### src/rtl/asrc_map.svh
// Purpose: Timing constants for the asynchronous static memory host port
// Assumes: 10 MHz clock, 100 ns period
// Notes:   Times in ns; cycle counts derived (min rounds up)
`ifndef ASRC_MAP_SVH
`define ASRC_MAP_SVH
`define ASRC_CLK_PERIOD_NS 100
// Slow grade figures, worst case covers both grades
`define ASRC_READ_CYCLE_NS 70
`define ASRC_OE_ACCESS_NS 35
`define ASRC_WRITE_PULSE_NS 55
`define ASRC_WRITE_CYCLE_NS 70
`define ASRC_ADDR_TO_END_NS 60
`define ASRC_WRITE_DATA_SETUP_NS 30
`define ASRC_BYTE_TO_END_NS 60
`define ASRC_WRITE_FLOAT_DELAY_NS 25
`define ASRC_OUT_FLOAT_NS 30
`define ASRC_RETENTION_RECOVERY_DELAY_NS 70
`define ASRC_CYC(ns) (((ns) + `ASRC_CLK_PERIOD_NS - 1) / `ASRC_CLK_PERIOD_NS)
`define ASRC_READ_CYC `ASRC_CYC(`ASRC_READ_CYCLE_NS)
`define ASRC_WRITE_CYC `ASRC_CYC(`ASRC_WRITE_FLOAT_DELAY_NS + `ASRC_WRITE_DATA_SETUP_NS)
`define ASRC_FLOAT_CYC `ASRC_CYC(`ASRC_OUT_FLOAT_NS)
`define ASRC_RECOVER_CYC `ASRC_CYC(`ASRC_RETENTION_RECOVERY_DELAY_NS)
`endif

### src/rtl/asrc_pkg.sv
// Purpose: Types for the static memory host controller
// Assumes: Nothing
// Notes:   Constants live in asrc_map.svh
package asrc_pkg;
  typedef enum logic [2:0] {
    ST_IDLE,
    ST_RD,
    ST_WR_SEL,
    ST_WR,
    ST_WR_END,
    ST_TURN,
    ST_RET,
    ST_RECOVER
  } asrc_state_e;
endpackage

### src/rtl/asrc_ctrl.sv
// Purpose: Host controller for an asynchronous 1M x 16 static memory
// Assumes: 10 MHz clock; address and write data registered, control pins decoded from the registered phase; data input synchronised
// Notes:   Each phase lasts whole clock cycles, far above every timing minimum
// Function
// - Address changes only while deselected
// - Write strobe high through reads
// - Strobe low exceeds float plus setup
// - No drive while memory still drives
// - Address and select lead write end
// - Write data stable before write end
// - Byte selects low before write end
// - Deselect before entering data retention
`timescale 1ns/1ps
`include "asrc_map.svh"
module asrc_ctrl
  import asrc_pkg::*;
#(
  parameter int ADDR_W = 20,
  parameter int DATA_W = 16
)(
  input  wire logic              clk_i,
  input  wire logic              reset_n_i,
  input  wire logic              req_i,
  input  wire logic              req_write_i,
  input  wire logic [ADDR_W-1:0] req_addr_i,
  input  wire logic [DATA_W-1:0] req_wdata_i,
  input  wire logic [1:0]        req_byte_en_i,
  input  wire logic              retention_req_i,
  output logic                   req_ready_o,
  output logic                   rdata_valid_o,
  output logic [DATA_W-1:0]      rdata_o,
  output logic                   in_retention_o,
  output logic [ADDR_W-1:0]      word_address_o,
  output logic                   chip_select_n_o,
  output logic                   chip_select_hi_o,
  output logic                   write_strobe_n_o,
  output logic                   output_gate_n_o,
  output logic                   low_byte_sel_n_o,
  output logic                   high_byte_sel_n_o,
  input  wire logic [DATA_W-1:0] shared_data_bus_i,
  output logic [DATA_W-1:0]      shared_data_bus_o,
  output logic                   shared_data_bus_oe_n_o
);
  localparam logic [3:0] READ_CYC    = 4'(`ASRC_READ_CYC);
  localparam logic [3:0] WRITE_CYC   = 4'(`ASRC_WRITE_CYC);
  localparam logic [3:0] FLOAT_CYC   = 4'(`ASRC_FLOAT_CYC);
  localparam logic [3:0] RECOVER_CYC = 4'(`ASRC_RECOVER_CYC);

  asrc_state_e       state_q, state_d;
  logic [3:0]        cnt_q, cnt_d;
  logic [DATA_W-1:0] sync1_q, sync2_q;
  logic [ADDR_W-1:0] addr_q;
  logic [DATA_W-1:0] wdata_q;
  logic [1:0]        ben_n_q;
  logic              write_q;
  logic [DATA_W-1:0] rdata_q;
  logic              rvalid_q;

  // Decode of the phase into pin levels
  wire idle_w    = (state_q == ST_IDLE);
  wire sel_w     = (state_q == ST_RD) || (state_q == ST_WR_SEL) || (state_q == ST_WR) || (state_q == ST_WR_END);
  wire strobe_w  = (state_q == ST_WR);
  wire drive_w   = (state_q == ST_WR) || (state_q == ST_WR_END);
  wire cnt_done  = (cnt_q == 4'h0);
  wire take_w    = idle_w && req_i && !retention_req_i;
  // Read data is picked up once, on the first turnaround cycle of a read
  wire sample_w  = (state_q == ST_TURN) && (cnt_q == FLOAT_CYC) && !write_q;
  // Low select guards bits 0-7, high select bits 8-15
  wire [1:0] ben_n_w = ~req_byte_en_i;

  assign req_ready_o            = take_w;
  assign rdata_valid_o          = rvalid_q;
  assign rdata_o                = rdata_q;
  assign in_retention_o         = (state_q == ST_RET);
  assign word_address_o         = addr_q;
  assign chip_select_n_o        = ~sel_w;
  assign chip_select_hi_o       = sel_w;
  assign write_strobe_n_o       = ~strobe_w;
  assign output_gate_n_o        = ~(state_q == ST_RD);
  assign low_byte_sel_n_o       = sel_w ? ben_n_q[0] : 1'b1;
  assign high_byte_sel_n_o      = sel_w ? ben_n_q[1] : 1'b1;
  assign shared_data_bus_o      = wdata_q;
  assign shared_data_bus_oe_n_o = ~drive_w;

  // Next phase; select leads strobe by a cycle and outlasts it by a cycle
  always_comb
  begin
    state_d = state_q;
    cnt_d   = cnt_done ? 4'h0 : cnt_q - 4'h1;
    case (state_q)
      ST_IDLE:
      begin
        if (retention_req_i)
        begin
          state_d = ST_RET;
        end
        else if (req_i)
        begin
          state_d = req_write_i ? ST_WR_SEL : ST_RD;
          cnt_d   = req_write_i ? 4'h0 : READ_CYC;
        end
      end
      ST_RD:
      begin
        if (cnt_done)
        begin
          state_d = ST_TURN;
          cnt_d   = FLOAT_CYC;
        end
      end
      ST_WR_SEL:
      begin
        state_d = ST_WR;
        cnt_d   = WRITE_CYC;
      end
      ST_WR:
      begin
        if (cnt_done)
        begin
          state_d = ST_WR_END;
        end
      end
      ST_WR_END:
      begin
        state_d = ST_TURN;
        cnt_d   = FLOAT_CYC;
      end
      ST_TURN:
      begin
        if (cnt_done)
        begin
          state_d = ST_IDLE;
        end
      end
      ST_RET:
      begin
        if (!retention_req_i)
        begin
          state_d = ST_RECOVER;
          cnt_d   = RECOVER_CYC;
        end
      end
      ST_RECOVER:
      begin
        if (cnt_done)
        begin
          state_d = ST_IDLE;
        end
      end
      default:
      begin
        state_d = ST_IDLE;
      end
    endcase
  end

  // Phase and counter
  always_ff @(posedge clk_i)
  begin
    if (!reset_n_i)
    begin
      state_q <= ST_IDLE;
      cnt_q   <= 4'h0;
    end
    else
    begin
      state_q <= state_d;
      cnt_q   <= cnt_d;
    end
  end

  // Request capture; address only moves while idle and deselected
  always_ff @(posedge clk_i)
  begin
    if (!reset_n_i)
    begin
      addr_q  <= '0;
      wdata_q <= '0;
      ben_n_q <= 2'h3;
      write_q <= 1'b0;
    end
    else if (take_w)
    begin
      addr_q  <= req_addr_i;
      wdata_q <= req_wdata_i;
      ben_n_q <= ben_n_w;
      write_q <= req_write_i;
    end
  end

  // Two-flop synchroniser on the bus; sampled only at the end of a read
  always_ff @(posedge clk_i)
  begin
    if (!reset_n_i)
    begin
      sync1_q  <= '0;
      sync2_q  <= '0;
      rdata_q  <= '0;
      rvalid_q <= 1'b0;
    end
    else
    begin
      sync1_q  <= shared_data_bus_i;
      sync2_q  <= sync1_q;
      // Sync lags two cycles, so sample after the turnaround starts
      rvalid_q <= sample_w;
      if (sample_w)
      begin
        rdata_q <= sync2_q;
      end
    end
  end

  // Checks on the pins that the host drives
  no_drive_rd_a: assert property (@(posedge clk_i) disable iff (!reset_n_i)
    !output_gate_n_o |-> shared_data_bus_oe_n_o && write_strobe_n_o) else $error("bus driven in read");
  we_high_rd_a: assert property (@(posedge clk_i) disable iff (!reset_n_i)
    (state_q == ST_RD) |-> write_strobe_n_o) else $error("strobe low in read");
  addr_stable_a: assert property (@(posedge clk_i) disable iff (!reset_n_i)
    !chip_select_n_o && !$past(chip_select_n_o) |-> $stable(word_address_o)) else $error("address moved");
  sel_before_we_a: assert property (@(posedge clk_i) disable iff (!reset_n_i)
    $fell(write_strobe_n_o) |-> !$past(chip_select_n_o)) else $error("select late");
  data_setup_a: assert property (@(posedge clk_i) disable iff (!reset_n_i)
    $rose(write_strobe_n_o) |-> !$past(shared_data_bus_oe_n_o) && $stable(shared_data_bus_o))
    else $error("data not set up");
  sel_after_we_a: assert property (@(posedge clk_i) disable iff (!reset_n_i)
    $rose(write_strobe_n_o) |-> !chip_select_n_o) else $error("select dropped early");
  ret_desel_a: assert property (@(posedge clk_i) disable iff (!reset_n_i)
    in_retention_o |-> chip_select_n_o && !chip_select_hi_o) else $error("selected in retention");
  recover_a: assert property (@(posedge clk_i) disable iff (!reset_n_i)
    $fell(in_retention_o) |-> chip_select_n_o [*2]) else $error("access too soon");
  read_len_a: assert property (@(posedge clk_i) disable iff (!reset_n_i)
    $fell(output_gate_n_o) |-> !output_gate_n_o [*2]) else $error("read too short");
  // Strobe must outlast its falling cycle, as ST_WR holds it low for two cycles
  wr_pulse_a: assert property (@(posedge clk_i) disable iff (!reset_n_i)
    $fell(write_strobe_n_o) |-> ##1 !write_strobe_n_o) else $error("write pulse short");
  rd_cov_c: cover property (@(posedge clk_i) disable iff (!reset_n_i) rdata_valid_o);
  wr_cov_c: cover property (@(posedge clk_i) disable iff (!reset_n_i) $rose(write_strobe_n_o));
  ret_cov_c: cover property (@(posedge clk_i) disable iff (!reset_n_i) $fell(in_retention_o));
endmodule

### config.mk
export PLATFORM = sky130hd
export DESIGN_NAME = asrc_ctrl
export DESIGN_NICKNAME = d
export VERILOG_FILES = /design/src/rtl/asrc_pkg.sv /design/src/rtl/asrc_ctrl.sv
export VERILOG_INCLUDE_DIRS = /design/src /design/src/rtl
export SDC_FILE = /design/constraint.sdc
export NUM_CORES = 1
export LEC_CHECK = 0
export ABC_AREA = 1
export BUFFER_PORTS_ARGS = -buffer_cell sky130_fd_sc_hd__buf_2
export CORE_MARGIN = 8
export CORE_UTILIZATION = 53
export CTS_CLUSTER_SIZE = 14
export DETAILED_ROUTE_END_ITERATION = 10
export PLACE_DENSITY = 0.95
export SLEW_MARGIN = 20
export SYNTH_ARGS = -nofsm -noshare
export SYNTH_HDL_FRONTEND = slang
export SYNTH_SLANG_ARGS = --single-unit
### constraint.sdc
create_clock -name clk_i -period 3.79 [get_ports clk_i]
set_input_delay 0.1895 -clock clk_i [delete_from_list [all_inputs] [get_ports clk_i]]
set_output_delay 0.1895 -clock clk_i [all_outputs]
set_load 0.02 [all_outputs]
==> results_dict.tcl <==
set metrics [dict create \
    fin_ws_ns 1.58 \
    max_slew_margin_pct 64.1 \
    syn_nets 498 \
    worst-setup-path-type "flop to output pin" \
    worst_clock_skew_ns 0.00932 \
    ys.flop_type "dfxtp_1" \
    synth_seq_cells 95 \
    rsz0062_at_grt "no" \
    setup_tns_ns 0 \
    r2r_start "state_q[2]" \
    nets 609 \
    drtAntennaViolNets 0 \
    outcome "finished, final reports clean" \
    h-tree-depth 3 \
    dp_hpwl_um 6020 \
    drive_gt1_share_pct 30.6 \
    gr-total-overflow 0 \
    synthArstFlopShare_pct 0 \
    worstMarginPinSlew_ns 0.539 \
    internal_power_w 0.00175 \
    antenna_found_initial 0 \
    multi_input_area_sq_mm 0.00124 \
    io_buffers 120 \
    vias_per_cell 4.88 \
    initial_core_util_pct 54.9 \
    drtIter0Drc 115 \
    critPathMaxFanout 41 \
    wl_um 8040 \
    synth_top_area_share_pct 54.6 \
    min_path_type "primary input to flop" \
    regArea_sq_mm 0.00190 \
    drv_cap 0 \
    insertion_delay_ns 0.35 \
    place_area_sq_mm 0.00404 \
    ir_drop_uv 378 \
    worstPathArrival_ns 2.02 \
    firstDrtPassIters 4 \
    crit_required_ns 3.60 \
    grtUsageTotal_pct 16.7 \
    die_x_um 97.1 \
    cp-end-kind "output pin" \
    grt_max_degree 53 \
    dieArea_sq_mm 0.00943 \
    clkPwrFrac_pct 23.1 \
    synth_top_area_cell "dfxtp_1" \
    maxClockFrequency_ghz 0.453 \
    combPwrFrac_pct 31.5 \
    netlist_top_cells_area "dfxtp_1, nor2_1, o21ai_0, nand2_1, inv_1" \
    fillers 511 \
    cts_root_buf "clkbuf_8" \
    yosysMostFrequentCell "nor2_1" \
    core_region_area_sq_mm 0.00635 \
    holdPathEnd "sync1_q[3]" \
    worstHoldStart "shared_data_bus_i[3]" \
    power_leakage_nw 2.26 \
    synth.cell_area_sq_mm 0.00349 \
    r2r_setup_slack_ns 2.08 \
    worstRegToRegCells 6 \
    clk_pin_slew_ns 0.08 \
    synthCells 437 \
    clockBufferDepth 2 \
    seq_area_frac_synth_pct 54.6 \
    ys_warn_count 0 \
    holdBufCountCts 0 \
    swShare_pct 36.2 \
    fp.dieH_um 97.1 \
    antenna_cells 0 \
    r2r_end "write_q" \
    yosysUniqueCellTypes 26 \
    start_kind "flop" \
    period_minus_slack_ns 2.21 \
    setup_violations 0 \
    gp_congestion 0.911 \
    post_cts_resized 0 \
    cts_made_buffers 9 \
    avgRoutedWirePerCell_um 12.8 \
    power.density_mw_per_mm2 650 \
    dp_slack_ns 1.97 \
    synth_commonest_cells "nor2_1, dfxtp_1, nand2_1" \
    finalHoldViolations 0 \
    finalCritPeriodShare_pct 58.3 \
    syn_to_final_growth_pct 21.2 \
    drv_slew 0 \
    startpoint "state_q[0]" \
    fin_area_sq_mm 0.00423 \
    ios 121 \
    avgSynthCellArea_sq_um 7.98 \
    cts_setup_buffers 0 \
    grt_pass1_wl_um 13200 \
    cts.sinks 95 \
    grt_pass1_vias 2899 \
    hold_depth 3 \
    via_count 3075 \
    num_rows 29 \
    drc 0 \
    cts_tree "done" \
    synth_edf_count 0 \
    p_sw_w 0.000994 \
    p_seq_share_pct 45.4 \
]
how the worst max path moves through the flow:
stage | slack, ns | to
2_1_floorplan | 2.36 | high_byte_sel_n_o
6_report | 1.58 | req_ready_o
3_5_place_dp | 1.97 | req_ready_o
5_1_grt | 1.42 | req_ready_o
4_1_cts | 1.58 | req_ready_o
3_3_place_gp | 2.05 | req_ready_o
layout make-up:
cell class	instances	share of cell area, %
sequential	95	45.0
multi-input combinational	273	29.4
timing repair buffer	121	14.4
inverter	48	4.38
clock buffer	12	3.43
tap	77	2.28
clock inverter	4	1.07
kinds of logic (layout without fill, tap and decap cells):
group / count (synthesis) / after routing / synth area share [%]
buffers and inverters: 69 / 185 / 9.76
AO/OA/AOI/OAI: 64 / 64 / 9.40
adder cells (fa/ha/maj): 2 / 2 / 0.718
XOR/XNOR: 2 / 2 / 0.503
flip-flops: 95 / 95 / 54.6
AND/OR/NAND/NOR: 205 / 205 / 25.1
critical path, cell delays in order (launching register included):
cell     delay (ns)
dfxtp_1        0.41
nor2_4         0.16
nand2_2        0.08
inv_2          0.08
nand2_4        0.20
inv_4          0.45
buf_2          0.26
stage by stage:
step | cells | total power, W | utilization, % | hold slack, ns
6_report | 630 | 0.00275 | 66.5 | 0.0231
5_1_grt | 630 | 0.00292 | 66.5 | 0.0107
4_1_cts | 630 | 0.00276 | 66.5 | 0.00908
3_5_place_dp | 614 | 0.00213 | 63.5 | 0.376
3_3_place_gp | 614 | 0.00209 | 63.5 | 0.371
2_1_floorplan | 437 | 0.00191 | - | 0.287
state kept, by name, indices dropped and copies added (netlist names):
signal / flops
rdata_valid_o: 1
cnt_q: 4
ben_n_q: 2
sync2_q: 16
rdata_o: 16
write_q: 1
sync1_q: 16
shared_data_bus_o: 16
word_address_o: 20
state_q: 3
layer usage:
metal	vias to the layer above	global-route usage [%]	wire length, um
met5	-	0	0
met4	0	7.93	178
met3	21	5.69	710
met2	128	27.1	3780
met1	1369	19.2	3370
li1	1557	-	-
cells in the final DEF (no fill, tap or decap):
master	count
buf_2	120
ha_1	2
clkbuf_8	10
buf_4	1
clkinv_2	3
dfxtp_1	95
clkbuf_1	2
o31ai_1	1
nor3_2	2
o21ai_0	57
nand2_1	63
a21oi_1	5
nand2_4	1
nand3_1	8
bufinv_16	1
o211a_1	1
inv_1	43
inv_2	3
nor2_4	1
nor2_1	104
inv_4	2
nand3b_1	1
xnor2_1	1
nand2_2	2
nor2_2	21
or2_2	2
xor2_1	1
power groups by stage:
stage	Sequential (W)	Combinational, W	Clock [W]
finish	0.00125	0.000865	0.000635
global route	0.00126	0.000960	0.000693
CTS	0.00125	0.000866	0.000652
detailed placement	0.00127	0.000860	0
global placement	0.00126	0.000830	0
floorplan	0.00136	0.000551	0
Note: power is estimated with default switching activity, not from simulation.
